**config.mk**
```make
export PLATFORM = sky130hd
export DESIGN_NAME = shss_halt_selector
export DESIGN_NICKNAME = d
export VERILOG_FILES = /design/src/hdl/shss_pkg.sv /design/src/hdl/shss_halt_selector.sv
export SDC_FILE = /design/constraint.sdc
export NUM_CORES = 1
export LEC_CHECK = 0
export BUFFER_PORTS_ARGS = -buffer_cell sky130_fd_sc_hd__buf_2
export CAP_MARGIN = 40
export CORE_MARGIN = 3
export CORE_UTILIZATION = 40
export CTS_BUF_LIST = sky130_fd_sc_hd__clkbuf_16
export DETAILED_ROUTE_END_ITERATION = 7
export GPL_TIMING_DRIVEN = 0
export PLACE_DENSITY_LB_ADDON = 0.3
export SLEW_MARGIN = 5
export SYNTH_ARGS = -nofsm -noshare
export SYNTH_HDL_FRONTEND = slang
export SYNTH_SLANG_ARGS = --single-unit
```
**constraint.sdc**
```tcl
create_clock -name clk -period 3.6 [get_ports clk]
set_input_delay 0.18 -clock clk [delete_from_list [all_inputs] [get_ports clk]]
set_output_delay 0.18 -clock clk [all_outputs]
set_load 0.01 [all_outputs]
```
**src/hdl/shss_pkg.sv**
```systemverilog
package shss_pkg;
    // object-dictionary indices of the registers reached over the object port
    localparam logic [15:0] SHSS_IDX_PROFILE_DECEL = 16'h6084;
    localparam logic [15:0] SHSS_IDX_QUICK_DECEL = 16'h6085;
    localparam logic [15:0] SHSS_IDX_TORQUE_RAMP = 16'h6087;
    localparam logic [15:0] SHSS_IDX_HOMING_ACCEL = 16'h609A;
    localparam logic [15:0] SHSS_IDX_MAX_TORQUE = 16'h6072;
    localparam logic [15:0] SHSS_IDX_MAX_DECEL = 16'h60C6;
    localparam logic [15:0] SHSS_IDX_HALT_OPTION = 16'h605D;
    localparam logic [15:0] SHSS_IDX_CONTROL_WORD = 16'h6040;
    localparam logic [15:0] SHSS_IDX_STATUS = 16'h3F00;
    localparam int SHSS_HALT_BIT = 8;
    localparam logic [15:0] SHSS_HALT_OPT_RESET = 16'h0001;
    localparam logic [31:0] SHSS_RATE_RESET = 32'h0000_0000;
    // stop threshold in r/min; velocity input is signed r/min
    localparam logic [31:0] SHSS_STOP_VEL_RPM = 32'h0000_001E;
    // operation mode codes as carried on the mode input
    localparam logic [7:0] SHSS_MODE_PP = 8'h01;
    localparam logic [7:0] SHSS_MODE_PV = 8'h03;
    localparam logic [7:0] SHSS_MODE_TQ = 8'h04;
    localparam logic [7:0] SHSS_MODE_HM = 8'h06;
    localparam logic [7:0] SHSS_MODE_IP = 8'h07;
    localparam logic [7:0] SHSS_MODE_CSP = 8'h08;
    localparam logic [7:0] SHSS_MODE_CSV = 8'h09;
    localparam logic [7:0] SHSS_MODE_CST = 8'h0A;

    typedef enum logic [2:0] {
        SHSS_RAMP_NONE = 3'h0,
        SHSS_RAMP_PROFILE = 3'h1,
        SHSS_RAMP_QUICK = 3'h2,
        SHSS_RAMP_MAXTQ = 3'h3,
        SHSS_RAMP_HOMING = 3'h4,
        SHSS_RAMP_TORQUE = 3'h5
    } shss_ramp_t;

    typedef enum logic [2:0] {
        SHSS_ST_RUN = 3'b001,
        SHSS_ST_DECEL = 3'b010,
        SHSS_ST_HELD = 3'b100
    } shss_state_t;
endpackage

```
**src/hdl/shss_halt_selector.sv**
```systemverilog
`timescale 1ns/1ns
// Summary of operation
// - the halt option picks how the motor is brought to rest and its meaning depends on the mode.
// - any option value is stored, but only values one to three select a stop method (one and two in the torque modes); any other selects none.
// - in the position and velocity modes option 1 stops on the profile deceleration rate.
// - in those modes option 2 uses quick-stop deceleration and 3 uses max torque with max decel.
// - in homing mode options 1, 2 and 3 use homing accel, quick-stop and max torque/max decel.
// - in the torque modes options 1 and 2 ramp torque down at the torque slope rate.
// - a 0 to 1 change of control word bit 8 starts the halt deceleration.
// - during a halt deceleration the power drive state machine stays in its operating state.
// - the motor is declared stopped at or below 30 r/min and the operating state is kept after.
module shss_halt_selector
    import shss_pkg::*;
(
    input wire logic clk, // 100 MHz control clock
    input wire logic nrst, // async reset, active low
    input wire logic obj_wr, // object write strobe
    input wire logic [15:0] obj_index, // object index
    input wire logic [31:0] obj_wdata, // object write data
    input wire logic obj_rd, // object read strobe
    output logic [31:0] obj_rdata_q, // read data, one cycle after obj_rd
    output logic obj_rvalid_q, // read data valid pulse
    output logic obj_err_q, // unmapped index pulse
    input wire logic [7:0] op_mode, // active operation mode, same clock
    input wire logic signed [31:0] actual_vel_rpm, // measured velocity, same clock
    output logic halt_active_q, // halt deceleration under way
    output logic motor_stopped_q, // velocity reached stop threshold during halt
    output logic [2:0] ramp_sel_q, // selected ramp source
    output logic [31:0] ramp_rate_q, // latched ramp value
    output logic [31:0] ramp_limit_q, // latched max deceleration for max-torque stop
    output logic pds_op_enabled_q // power drive state machine held in operation enabled
);
    logic [31:0] profile_decel_rate_q;
    logic [31:0] quick_decel_rate_q;
    logic [31:0] torque_ramp_rate_q;
    logic [31:0] homing_accel_rate_q;
    logic [31:0] max_torque_q;
    logic [31:0] max_decel_q;
    logic [15:0] halt_stop_option_q;
    logic [15:0] control_word_q;
    logic halt_prev_q;
    shss_state_t state_q;
    shss_ramp_t ramp_d;
    logic [31:0] rate_d;
    logic [31:0] vel_abs;
    logic halt_rise;
    logic posvel_mode;
    logic torque_mode;

    // status is read-only; a write there is dropped without an error
    always_ff @(posedge clk or negedge nrst) begin
        if (!nrst) begin
            profile_decel_rate_q <= SHSS_RATE_RESET;
            quick_decel_rate_q <= SHSS_RATE_RESET;
            torque_ramp_rate_q <= SHSS_RATE_RESET;
            homing_accel_rate_q <= SHSS_RATE_RESET;
            max_torque_q <= SHSS_RATE_RESET;
            max_decel_q <= SHSS_RATE_RESET;
            halt_stop_option_q <= SHSS_HALT_OPT_RESET;
            control_word_q <= 16'h0000;
        end else if (obj_wr) begin
            if (obj_index == SHSS_IDX_PROFILE_DECEL) begin
                profile_decel_rate_q <= obj_wdata;
            end else if (obj_index == SHSS_IDX_QUICK_DECEL) begin
                quick_decel_rate_q <= obj_wdata;
            end else if (obj_index == SHSS_IDX_TORQUE_RAMP) begin
                torque_ramp_rate_q <= obj_wdata;
            end else if (obj_index == SHSS_IDX_HOMING_ACCEL) begin
                homing_accel_rate_q <= obj_wdata;
            end else if (obj_index == SHSS_IDX_MAX_TORQUE) begin
                max_torque_q <= obj_wdata;
            end else if (obj_index == SHSS_IDX_MAX_DECEL) begin
                max_decel_q <= obj_wdata;
            end else if (obj_index == SHSS_IDX_HALT_OPTION) begin
                halt_stop_option_q <= obj_wdata[15:0];
            end else if (obj_index == SHSS_IDX_CONTROL_WORD) begin
                control_word_q <= obj_wdata[15:0];
            end
        end
    end

    // reads answer one cycle later; unknown index flags an error on either access
    always_ff @(posedge clk or negedge nrst) begin
        if (!nrst) begin
            obj_rdata_q <= 32'h0000_0000;
            obj_rvalid_q <= 1'b0;
            obj_err_q <= 1'b0;
        end else begin
            obj_rvalid_q <= obj_rd;
            obj_err_q <= 1'b0;
            obj_rdata_q <= 32'h0000_0000;
            if (obj_rd || obj_wr) begin
                if (obj_index == SHSS_IDX_PROFILE_DECEL) begin
                    obj_rdata_q <= profile_decel_rate_q;
                end else if (obj_index == SHSS_IDX_QUICK_DECEL) begin
                    obj_rdata_q <= quick_decel_rate_q;
                end else if (obj_index == SHSS_IDX_TORQUE_RAMP) begin
                    obj_rdata_q <= torque_ramp_rate_q;
                end else if (obj_index == SHSS_IDX_HOMING_ACCEL) begin
                    obj_rdata_q <= homing_accel_rate_q;
                end else if (obj_index == SHSS_IDX_MAX_TORQUE) begin
                    obj_rdata_q <= max_torque_q;
                end else if (obj_index == SHSS_IDX_MAX_DECEL) begin
                    obj_rdata_q <= max_decel_q;
                end else if (obj_index == SHSS_IDX_HALT_OPTION) begin
                    obj_rdata_q <= {16'h0000, halt_stop_option_q};
                end else if (obj_index == SHSS_IDX_CONTROL_WORD) begin
                    obj_rdata_q <= {16'h0000, control_word_q};
                end else if (obj_index == SHSS_IDX_STATUS) begin
                    obj_rdata_q <= {26'h0000000, ramp_sel_q, motor_stopped_q,
                                    halt_active_q, pds_op_enabled_q};
                end else begin
                    obj_err_q <= 1'b1;
                end
            end
        end
    end

    // csp, ip and csv share the option meanings of the profile position and velocity modes
    assign posvel_mode = (op_mode == SHSS_MODE_PP) || (op_mode == SHSS_MODE_CSP) ||
                         (op_mode == SHSS_MODE_IP) || (op_mode == SHSS_MODE_CSV) ||
                         (op_mode == SHSS_MODE_PV);
    assign torque_mode = (op_mode == SHSS_MODE_CST) || (op_mode == SHSS_MODE_TQ);

    // mode-dependent ramp choice from the live option and mode
    always_comb begin
        ramp_d = SHSS_RAMP_NONE;
        rate_d = 32'h0000_0000;
        if (posvel_mode) begin
            if (halt_stop_option_q == 16'h0001) begin
                ramp_d = SHSS_RAMP_PROFILE;
                rate_d = profile_decel_rate_q;
            end else if (halt_stop_option_q == 16'h0002) begin
                ramp_d = SHSS_RAMP_QUICK;
                rate_d = quick_decel_rate_q;
            end else if (halt_stop_option_q == 16'h0003) begin
                ramp_d = SHSS_RAMP_MAXTQ;
                rate_d = max_torque_q;
            end
        end else if (op_mode == SHSS_MODE_HM) begin
            if (halt_stop_option_q == 16'h0001) begin
                ramp_d = SHSS_RAMP_HOMING;
                rate_d = homing_accel_rate_q;
            end else if (halt_stop_option_q == 16'h0002) begin
                ramp_d = SHSS_RAMP_QUICK;
                rate_d = quick_decel_rate_q;
            end else if (halt_stop_option_q == 16'h0003) begin
                ramp_d = SHSS_RAMP_MAXTQ;
                rate_d = max_torque_q;
            end
        end else if (torque_mode) begin
            if (halt_stop_option_q == 16'h0001 || halt_stop_option_q == 16'h0002) begin
                ramp_d = SHSS_RAMP_TORQUE;
                rate_d = torque_ramp_rate_q;
            end
        end
    end

    assign halt_rise = control_word_q[SHSS_HALT_BIT] && !halt_prev_q;
    // most negative velocity wraps to itself, still far above the threshold
    assign vel_abs = actual_vel_rpm[31] ? 32'(-actual_vel_rpm) : 32'(actual_vel_rpm);

    always_ff @(posedge clk or negedge nrst) begin
        if (!nrst) begin
            halt_prev_q <= 1'b0;
        end else begin
            halt_prev_q <= control_word_q[SHSS_HALT_BIT];
        end
    end

    // a disabled option leaves the halt unanswered and nothing latched
    always_ff @(posedge clk or negedge nrst) begin
        if (!nrst) begin
            state_q <= SHSS_ST_RUN;
            ramp_sel_q <= SHSS_RAMP_NONE;
            ramp_rate_q <= 32'h0000_0000;
            ramp_limit_q <= 32'h0000_0000;
        end else begin
            case (state_q)
                SHSS_ST_RUN: begin
                    if (halt_rise && ramp_d != SHSS_RAMP_NONE) begin
                        state_q <= SHSS_ST_DECEL;
                        ramp_sel_q <= ramp_d;
                        ramp_rate_q <= rate_d;
                        ramp_limit_q <= (ramp_d == SHSS_RAMP_MAXTQ) ? max_decel_q
                                                                    : 32'h0000_0000;
                    end
                end
                SHSS_ST_DECEL: begin
                    // host dropping the halt bit abandons the stop at once
                    if (!control_word_q[SHSS_HALT_BIT]) begin
                        state_q <= SHSS_ST_RUN;
                        ramp_sel_q <= SHSS_RAMP_NONE;
                    end else if (vel_abs <= SHSS_STOP_VEL_RPM) begin
                        state_q <= SHSS_ST_HELD;
                    end
                end
                SHSS_ST_HELD: begin
                    if (!control_word_q[SHSS_HALT_BIT]) begin
                        state_q <= SHSS_ST_RUN;
                        ramp_sel_q <= SHSS_RAMP_NONE;
                    end
                end
                default: begin
                    state_q <= SHSS_ST_RUN;
                end
            endcase
        end
    end

    always_ff @(posedge clk or negedge nrst) begin
        if (!nrst) begin
            halt_active_q <= 1'b0;
            motor_stopped_q <= 1'b0;
            pds_op_enabled_q <= 1'b1;
        end else begin
            halt_active_q <= (state_q == SHSS_ST_DECEL);
            motor_stopped_q <= (state_q == SHSS_ST_HELD);
            pds_op_enabled_q <= 1'b1;
        end
    end
endmodule // shss_halt_selector

```
==> impl_table.tex, run 1 <==
\begin{tabular}{lr}
\hline
Metric & Value \\
\hline
\multicolumn{2}{l}{\textbf{Status}} \\
Status & finished clean \\
\multicolumn{2}{l}{\textbf{GRT}} \\
GRT Resource Usage Total & 24.9\% \\
Number of antenna violations at the first check in global routing & 5 \\
Wire length of the first global-routing pass & 80.0 mm \\
Aggregate global routing overflow & 0 \\
Maximum number of pins on one net before global-route repair & 117 \\
Number of global-route vias before repair & 12,975 \\
\multicolumn{2}{l}{\textbf{Min path}} \\
Hold crit path type & in -> reg \\
\multicolumn{2}{l}{\textbf{Clock network}} \\
Clock tree sinks & 331 \\
Cts bufs inserted & 34 \\
Clock transition at path regs & 60 ps \\
Total number of H-tree levels & 2 \\
Clock Latency Late Sink & 530 ps \\
Worst-case clock buffer depth & 3 \\
TritonCTS clock tree & done \\
Buffer type at the clock tree root & sky130\_fd\_sc\_hd\_\_clkbuf\_16 \\
\multicolumn{2}{l}{\textbf{Yosys}} \\
Ys flop type & sky130\_fd\_sc\_hd\_\_dfrtp\_1 \\
Yosys Warn Count & 0 \\
Yosys top cell area share & 51.7\% \\
Netlist area before placement & 0.0159 sq mm \\
Top post-synthesis cells by area & sky130\_fd\_sc\_hd\_\_dfrtp\_1 (52\%), sky130\_fd\_sc\_hd\_\_mux2\_2 (13\%), sky130\_fd\_sc\_hd\_\_nand2\_1 (3.9\%), sky130\_fd\_sc\_hd\_\_o21ai\_0 (3.7\%), sky130\_fd\_sc\_hd\_\_mux2i\_1 (2.9\%) \\
Register bit count reported by yosys & 331 \\
Average instance area after synthesis & 11.2 sq um \\
Mapped Cells & 1,416 \\
Count of flip-flops with a built-in enable after synthesis & 0 \\
Syn nets & 1,509 \\
Async set-reset flop share out of synthesis & 100\% \\
Distinct cell type count after synthesis & 75 \\
Post-synthesis cell type with the largest combined area & sky130\_fd\_sc\_hd\_\_dfrtp\_1 \\
Part of the Yosys area used for sequential elements & 52.0\% \\
\multicolumn{2}{l}{\textbf{Worst setup path}} \\
Cell family with the largest share of critical-path delay & simple AND/OR/NAND/NOR gates \\
Path type of the worst setup path & in -> reg \\
Worst Path Max Fanout & 10 \\
Req. time, crit path & 4010 ps \\
CP max stage cell & sky130\_fd\_sc\_hd\_\_buf\_1 \\
Largest stage delay on the critical path & 640 ps \\
Crit path launch type & input pin \\
Count of buffering cells on the critical path with inverters included & 3 \\
Arrival time reported for the critical path endpoint & 3770 ps \\
Crit end category & flop \\
Critical Path, Cell by Cell & clkbuf\_1 -> nor4bb\_1 -> nand4b\_1 -> nor3\_1 -> buf\_2 -> buf\_1 -> a22oi\_1 -> nand4\_1 -> o21ai\_0 -> a21oi\_1 \\
\multicolumn{2}{l}{\textbf{Power and ir drop}} \\
Total power density per cell area & 385 mW/mm\^{}2 \\
Static leakage & 9.06 nW \\
Maximum resistive drop on vdd & 288 uV \\
\multicolumn{2}{l}{\textbf{Final layout}} \\
Multi-input logic area & 0.00716 sq mm \\
NumNets Final & 1,771 \\
Sequential cell area in the final layout & 0.00829 sq mm \\
Fin cells & 2,218 \\
Share of layout cells above drive strength 1 & 30.5\% \\
Core utilization of the finished layout & 48.5\% \\
Fillers & 3,628 \\
Area overhead of the layout relative to synthesis & 18.7\% \\
\multicolumn{2}{l}{\textbf{Floorplanning}} \\
Die Area & 0.0423 sq mm \\
Starting density of the core & 40.8\% \\
Core region area & 0.0390 sq mm \\
Ports & 196 \\
Height of the die & 206 microns \\
Horizontal extent of the die & 206 microns \\
FP Rows & 72 \\
\multicolumn{2}{l}{\textbf{Timing}} \\
Number of slew-limit violations in the final report & 0 \\
Final cycle utilization of the critical path & 93.3\% \\
Post-Route Skew & 18.7 ps \\
F\_max & 0.298 GHz \\
Min cycle time layout & 3360 ps \\
Max transition margin & 38.9\% \\
Worst Max-Slew Pin Slew & 917 ps \\
Final hold vios & 0 \\
Count of endpoints failing setup in the final report & 0 \\
Hold slack final & 13.5 ps \\
RSZ-0062 raised after global routing & no \\
\multicolumn{2}{l}{\textbf{Route}} \\
Antenna Nets Post-Route & 0 \\
Final wirelength & 53.6 mm \\
DRT iter0 DRCs & 1,369 \\
Wire per inst & 24.2 microns \\
DRC & 0 \\
First-pass iteration count of the detailed router & 6 \\
Via count & 13,191 \\
Vias per cell & 5.95 \\
\multicolumn{2}{l}{\textbf{Flow run}} \\
Max-Cap Viols & 0 \\
\multicolumn{2}{l}{\textbf{Place}} \\
Gpl congestion & 0.952 \\
Post-placement cell count & 2,139 \\
Number of buffer cells added on primary ports & 187 \\
HPWL reported at the end of detailed placement & 37.7 mm \\
\hline
\end{tabular}
[metal layers]
metal  up-vias  GRT usage [%]  wire length, microns
li1       5796              -                     -
met1      6637           34.1                 22400
met2       620           39.1                 24400
met3       132           5.79                  4930
met4         6           8.40                  1850
met5         -              0                    45
[stage by stage]
step	instance area [sq um]	setup slack [ps]	TNS [ps]	total power [W]
after CTS	18900	25.7	0	0.00732
after global placement	17500	-3990	-1346450	0.00410
final	18900	240	0	0.00728
after detailed placement	17700	-140	-859	0.00411
after global routing	18900	106	0	0.00749
after floorplan	15900	978	0	0.00388
[cells by family after synthesis]
kind of cell             count (synthesis)  synth area share, %
AO/OA/AOI/OAI                          340                 14.2
other                                    1               0.0235
flip-flops                             331                 52.0
XOR/XNOR                                 4                0.220
buffers and inverters                  112                 3.17
AND/OR/NAND/NOR                        357                 10.9
adder cells (fa/ha/maj)                  1               0.0785
multiplexers                           270                 19.4
[placed cells by master, fill, tap and decap left out, types with 7 or more instances in the layout]
master | synthesis | final
sky130_fd_sc_hd__buf_4 | 10 | 16
sky130_fd_sc_hd__nor2_1 | 47 | 47
sky130_fd_sc_hd__clkbuf_16 | 0 | 35
sky130_fd_sc_hd__nand3_1 | 19 | 19
sky130_fd_sc_hd__buf_6 | 3 | 8
sky130_fd_sc_hd__mux2_4 | 30 | 30
sky130_fd_sc_hd__clkinv_1 | 0 | 7
sky130_fd_sc_hd__a21oi_1 | 47 | 47
sky130_fd_sc_hd__or3_1 | 8 | 8
sky130_fd_sc_hd__clkbuf_1 | 58 | 54
sky130_fd_sc_hd__nand2b_1 | 8 | 8
sky130_fd_sc_hd__a211oi_1 | 18 | 18
sky130_fd_sc_hd__a222oi_1 | 16 | 16
sky130_fd_sc_hd__mux2i_1 | 46 | 46
sky130_fd_sc_hd__a221o_1 | 8 | 8
sky130_fd_sc_hd__nand4_1 | 13 | 13
sky130_fd_sc_hd__nor4_1 | 14 | 14
sky130_fd_sc_hd__a221oi_1 | 35 | 35
sky130_fd_sc_hd__dlygate4sd3_1 | 0 | 20
sky130_fd_sc_hd__o22ai_1 | 30 | 30
sky130_fd_sc_hd__o21ai_0 | 119 | 119
sky130_fd_sc_hd__nand2_1 | 165 | 165
sky130_fd_sc_hd__nor3_1 | 37 | 36
sky130_fd_sc_hd__buf_2 | 19 | 210
sky130_fd_sc_hd__dfrtp_1 | 329 | 329
sky130_fd_sc_hd__inv_1 | 16 | 25
sky130_fd_sc_hd__a22oi_1 | 8 | 8
sky130_fd_sc_hd__o221ai_1 | 17 | 17
sky130_fd_sc_hd__mux2_2 | 188 | 188
sky130_fd_sc_hd__nor3b_1 | 8 | 7
[area by class of cell]
cell class                      count  share of cell area, %
Antenna cell                        1                 0.0132
Buffer                             96                   2.37
Sequential cell                   331                   43.8
Clock inverter                     22                  0.496
Inverter                           16                  0.318
Tap cell                          518                   3.43
Clock buffer                       35                   4.63
Multi-Input combinational cell    973                   37.8
Timing Repair Buffer              226                   7.10
[where the power goes]
part | internal [W] | leakage, nW | switching [W]
Sequential | 0.00372 | 4.61 | 0.000000980
Clock | 0.00175 | 0.514 | 0.00146
Combinational | 0.000102 | 3.93 | 0.000234
[repair_timing]
action | in CTS | in global routing
setup endpoints to repair | 22 | 33
endpoints found under the hold margin | 200 | 0
hold buffers | 20 | 0
resized for setup | 3 | 4
setup buffers | 0 | 1
pin swaps | 0 | 1
[synthesized netlist by cell type, types with 5 or more instances]
master and instances:
sky130_fd_sc_hd__nor4_1 14, sky130_fd_sc_hd__nor2_1 47, sky130_fd_sc_hd__nand2_1 165, sky130_fd_sc_hd__o22ai_1 30, sky130_fd_sc_hd__a222oi_1 16, sky130_fd_sc_hd__o221ai_1 17, sky130_fd_sc_hd__a221oi_1 35, sky130_fd_sc_hd__a21oi_1 47
sky130_fd_sc_hd__nand4_1 13, sky130_fd_sc_hd__a211oi_1 18, sky130_fd_sc_hd__inv_1 16, sky130_fd_sc_hd__nor3b_1 8, sky130_fd_sc_hd__clkbuf_1 58, sky130_fd_sc_hd__a22oi_1 8, sky130_fd_sc_hd__buf_1 6, sky130_fd_sc_hd__mux2_2 188
sky130_fd_sc_hd__nor3_1 37, sky130_fd_sc_hd__buf_4 10, sky130_fd_sc_hd__mux2_1 6, sky130_fd_sc_hd__nand3_1 19, sky130_fd_sc_hd__buf_2 19, sky130_fd_sc_hd__a221o_1 8, sky130_fd_sc_hd__mux2i_1 46, sky130_fd_sc_hd__and3_1 5
sky130_fd_sc_hd__o21ai_0 119, sky130_fd_sc_hd__nand2b_1 8, sky130_fd_sc_hd__mux2_4 30, sky130_fd_sc_hd__dfrtp_1 329, sky130_fd_sc_hd__or3_1 8
[sequential cells by signal, summed over array words and instances (netlist names)]
name,count
halt_stop_option_q,16
obj_err_q,1
halt_active_q,1
state_q,3
ramp_limit_q,32
halt_prev_q,1
ramp_rate_q,32
max_torque_q,32
control_word_q,16
obj_rvalid_q,1
quick_decel_rate_q,32
profile_decel_rate_q,32
ramp_sel_q,3
obj_rdata_q,32
motor_stopped_q,1
torque_ramp_rate_q,32
homing_accel_rate_q,32
max_decel_q,32
[worst paths after layout]
check | slack [ps] | end | startpoint | cells after the start
max | 240 | obj_rdata_q[30] | obj_index[1] | 10
min | 10 | profile_decel_rate_q[3] | obj_wdata[3] | 2
max reg2reg | 310 | ramp_rate_q[5] | halt_stop_option_q[15] | 11
min reg2reg | 390 | halt_prev_q | control_word_q[8] | 0
max in group asynchronous | 1760 | max_decel_q[27] | nrst | 4
min in group asynchronous | 300 | ramp_rate_q[8] | nrst | 2
Power figures use the tool's default switching activity.
==> run 2, diff against run 1 <==
--- a/config.mk
+++ b/config.mk
@@ -8,10 +8,10 @@
 export BUFFER_PORTS_ARGS = -buffer_cell sky130_fd_sc_hd__buf_2
 export CAP_MARGIN = 40
 export CORE_MARGIN = 3
-export CORE_UTILIZATION = 40
-export CTS_BUF_LIST = sky130_fd_sc_hd__clkbuf_16
+export CORE_UTILIZATION = 48
 export DETAILED_ROUTE_END_ITERATION = 7
 export GPL_TIMING_DRIVEN = 0
+export HOLD_SLACK_MARGIN = 0.08
 export PLACE_DENSITY_LB_ADDON = 0.3
 export SLEW_MARGIN = 5
 export SYNTH_ARGS = -nofsm -noshare
==> run 2 against run 1 <==
Against the previous run: critical path type unchanged; sequential share of layout area is 0.42 points lower; clock power is 11% higher; cell area is 0.97% higher; highest routed layer is now met4; worst hold slack better by 100 ps; clock skew is 3.6 ps lower; sequential power hardly changed; global-route usage is 3.4 points higher; the run now ends with design-rule violations left.
==> impl_table.tex, run 2 (synthesis gave the netlist of run 1 again) <==
\begin{tabular}{lr}
\hline
Metric & Value \\
\hline
\multicolumn{2}{l}{\textbf{Final layout}} \\
Most common cell after layout, fill and taps aside & sky130\_fd\_sc\_hd\_\_dfrtp\_1 (unchanged) \\
Sequential cell area in the final layout & 0.00829 sq mm (unchanged) \\
NumNets Final & 1,783 (was 1,771) \\
Fin cells & 2,161 (was 2,218) \\
Most frequent cells in the layout & sky130\_fd\_sc\_hd\_\_dfrtp\_1 (329), sky130\_fd\_sc\_hd\_\_buf\_2 (210), sky130\_fd\_sc\_hd\_\_mux2\_2 (188) (unchanged) \\
Area overhead of the layout relative to synthesis & 19.9\% (was 18.7\%) \\
Multi-input logic area & 0.00717 sq mm (was 0.00716 sq mm) \\
Share of layout cells above drive strength 1 & 30.5\% (about the same) \\
Fillers & 2,755 (was 3,628) \\
Core utilization of the finished layout & 58.5\% (was 48.5\%) \\
\multicolumn{2}{l}{\textbf{Power and ir drop}} \\
Power share of the combinational group & 4.5\% (was 4.6\%) \\
Final Power & 0.00763 W (was 0.00728 W) \\
Maximum resistive drop on vdd & 299 uV (was 288 uV) \\
Proportion of total power due to net switching & 22.6\% (was 23.4\%) \\
Power Internal & 0.00591 W (was 0.00558 W) \\
Clock network power share & 46.7\% (was 44.2\%) \\
Part of the power in registers & 48.8\% (was 51.2\%) \\
Static leakage & 9.13 nW (was 9.06 nW) \\
Total power density per cell area & 400 mW/mm\^{}2 (was 385 mW/mm\^{}2) \\
Switching Power & 0.00172 W (was 0.00170 W) \\
\multicolumn{2}{l}{\textbf{Clock network}} \\
Cts bufs inserted & 36 (was 34) \\
Buffer type at the clock tree root & sky130\_fd\_sc\_hd\_\_clkbuf\_16 (unchanged) \\
Clock tree sinks & 331 (unchanged) \\
Clock transition at path regs & 60 ps (about the same) \\
Clock Latency Late Sink & 520 ps (was 530 ps) \\
TritonCTS clock tree & done (unchanged) \\
Worst-case clock buffer depth & 3 (unchanged) \\
Total number of H-tree levels & 2 (unchanged) \\
\multicolumn{2}{l}{\textbf{Route}} \\
Final wirelength & 50.9 mm (was 53.6 mm) \\
Vias per cell & 6.22 (was 5.95) \\
Antenna Nets Post-Route & 0 (unchanged) \\
DRT iter0 DRCs & 1,528 (was 1,369) \\
Via count & 13,442 (was 13,191) \\
First-pass iteration count of the detailed router & 8 (was 6) \\
Wire per inst & 23.6 microns (was 24.2 microns) \\
WL met2 & 23.7 mm (was 24.4 mm) \\
Met1 wire length & 20.8 mm (was 22.4 mm) \\
Top layer reached by signal wires & met4 (was met5) \\
Met3 Wirelength & 4.29 mm (was 4.93 mm) \\
DRC & 1 (was 0) \\
\multicolumn{2}{l}{\textbf{GRT}} \\
GRT Resource Usage Total & 28.3\% (was 24.9\%) \\
Number of antenna violations at the first check in global routing & 4 (was 5) \\
Aggregate global routing overflow & 0 (unchanged) \\
Wire length of the first global-routing pass & 77.8 mm (was 80.0 mm) \\
Maximum number of pins on one net before global-route repair & 120 (was 117) \\
Number of global-route vias before repair & 13,296 (was 12,975) \\
\multicolumn{2}{l}{\textbf{Worst setup path}} \\
Path type of the worst setup path & in -> reg (unchanged) \\
Critical Path, Cell by Cell & buf\_2 -> nor4bb\_1 -> nand3\_1 -> nor3\_1 -> clkbuf\_1 -> a221o\_1 -> o221ai\_1 -> a211oi\_1 (was clkbuf\_1 -> nor4bb\_1 -> nand4b\_1 -> nor3\_1 -> buf\_2 -> buf\_1 -> a22oi\_1 -> nand4\_1 -> o21ai\_0 -> a21oi\_1) \\
Req. time, crit path & 3980 ps (was 4010 ps) \\
Worst Path Max Fanout & 10 (unchanged) \\
Crit end category & flop (unchanged) \\
Crit path launch type & input pin (unchanged) \\
CP max stage cell & sky130\_fd\_sc\_hd\_\_nor4bb\_1 (was sky130\_fd\_sc\_hd\_\_buf\_1) \\
Worst setup slack for register-to-register paths & 340 ps (was 310 ps) \\
Largest stage delay on the critical path & 770 ps (was 640 ps) \\
Arrival time reported for the critical path endpoint & 3660 ps (was 3770 ps) \\
\multicolumn{2}{l}{\textbf{Timing}} \\
Max transition margin & 35.5\% (was 38.9\%) \\
Count of endpoints failing setup in the final report & 0 (unchanged) \\
Min cycle time layout & 3280 ps (was 3360 ps) \\
F\_max & 0.305 GHz (was 0.298 GHz) \\
Final cycle utilization of the critical path & 91.1\% (was 93.3\%) \\
Slack of the critical path & 319 ps (was 240 ps) \\
Worst Max-Slew Pin Slew & 964 ps (was 917 ps) \\
Post-Route Skew & 15.2 ps (was 18.7 ps) \\
Final hold vios & 0 (unchanged) \\
Number of slew-limit violations in the final report & 0 (unchanged) \\
RSZ-0062 raised after global routing & no (unchanged) \\
\multicolumn{2}{l}{\textbf{Place}} \\
Dpl ws & -116 ps (was -140 ps) \\
Gpl congestion & 0.927 (was 0.952) \\
Number of buffer cells added on primary ports & 187 (unchanged) \\
Post-placement cell count & 2,057 (was 2,139) \\
HPWL reported at the end of detailed placement & 35.1 mm (was 37.7 mm) \\
\multicolumn{2}{l}{\textbf{Floorplanning}} \\
Starting density of the core & 48.8\% (was 40.8\%) \\
Horizontal extent of the die & 188 microns (was 206 microns) \\
Height of the die & 188 microns (was 206 microns) \\
Die Area & 0.0354 sq mm (was 0.0423 sq mm) \\
FP Rows & 66 (was 72) \\
Ports & 196 (unchanged) \\
Core region area & 0.0326 sq mm (was 0.0390 sq mm) \\
\multicolumn{2}{l}{\textbf{Status}} \\
Failing checks & design-rule violations \\
Status & complete, but fails checks (was finished clean) \\
\multicolumn{2}{l}{\textbf{Flow run}} \\
Max-Cap Viols & 0 (unchanged) \\
\multicolumn{2}{l}{\textbf{Min path}} \\
Hold crit path type & in -> reg (unchanged) \\
\hline
\end{tabular}
[run 2: path summary, 6_finish.rpt]
| check | startpoint | to | depth (start not counted) |
|---|---|---|---|
| setup / recovery | obj_index[8] | obj_rdata_q[26] | 8 |
| hold / removal | obj_wr | obj_rdata_q[4] | 3 |
| setup reg to reg | halt_stop_option_q[15] | ramp_rate_q[27] | 10 |
| hold reg to reg | control_word_q[8] | halt_prev_q | 0 |
| max in group asynchronous | nrst | obj_rdata_q[31] | 4 |
| min in group asynchronous | nrst | ramp_rate_q[10] | 2 |
[run 2: what timing repair did]
action	4_1_cts	5_1_grt
pin swaps	0	1
setup buffers	0	2
setup endpoints to repair	16	67
hold endpoints to repair	334	0
resized for setup	2	3
hold buffers	34	0
cloned	0	0
[run 2: final cells by class]
cell class / count / share of cell area [%]
multi-input combinational: 973 / 37.5
buffer: 96 / 2.34
clock buffer: 54 / 5.44
antenna: 5 / 0.0655
timing repair buffer: 236 / 7.57
clock inverter: 8 / 0.459
inverter: 16 / 0.315
sequential: 331 / 43.4
tap: 442 / 2.90
[run 2: metrics by stage]
step	hold slack [ps]	cell area [sq um]	setup TNS, ps
3_5_place_dp	309	17600	-162
5_1_grt	125	19100	0
4_1_cts	95.7	19100	0
6_report	115	19100	0
2_1_floorplan	-116	15900	0
3_3_place_gp	360	17400	-1290740
[run 2: routing by layer]
metal	global-route usage, %	vias to the layer above
li1	-	5849
met1	38.1	6768
met2	44.7	695
met3	5.63	130
met4	12.3	0
met5	0	-
[run 2: worst max-delay path: cells and delay by family]
family | cells | cell delay [ps]
simple gates | 3 | 1810
compound gates | 3 | 800
buf+inv | 2 | 860
[run 2: power groups by stage]
stage               logic [W]  clock network (W)  registers [W]
floorplan           0.0000887                  0        0.00379
global placement     0.000296                  0        0.00379
detailed placement   0.000312                  0        0.00379
CTS                  0.000345            0.00359        0.00372
global route         0.000382            0.00375        0.00372
finish               0.000346            0.00356        0.00372
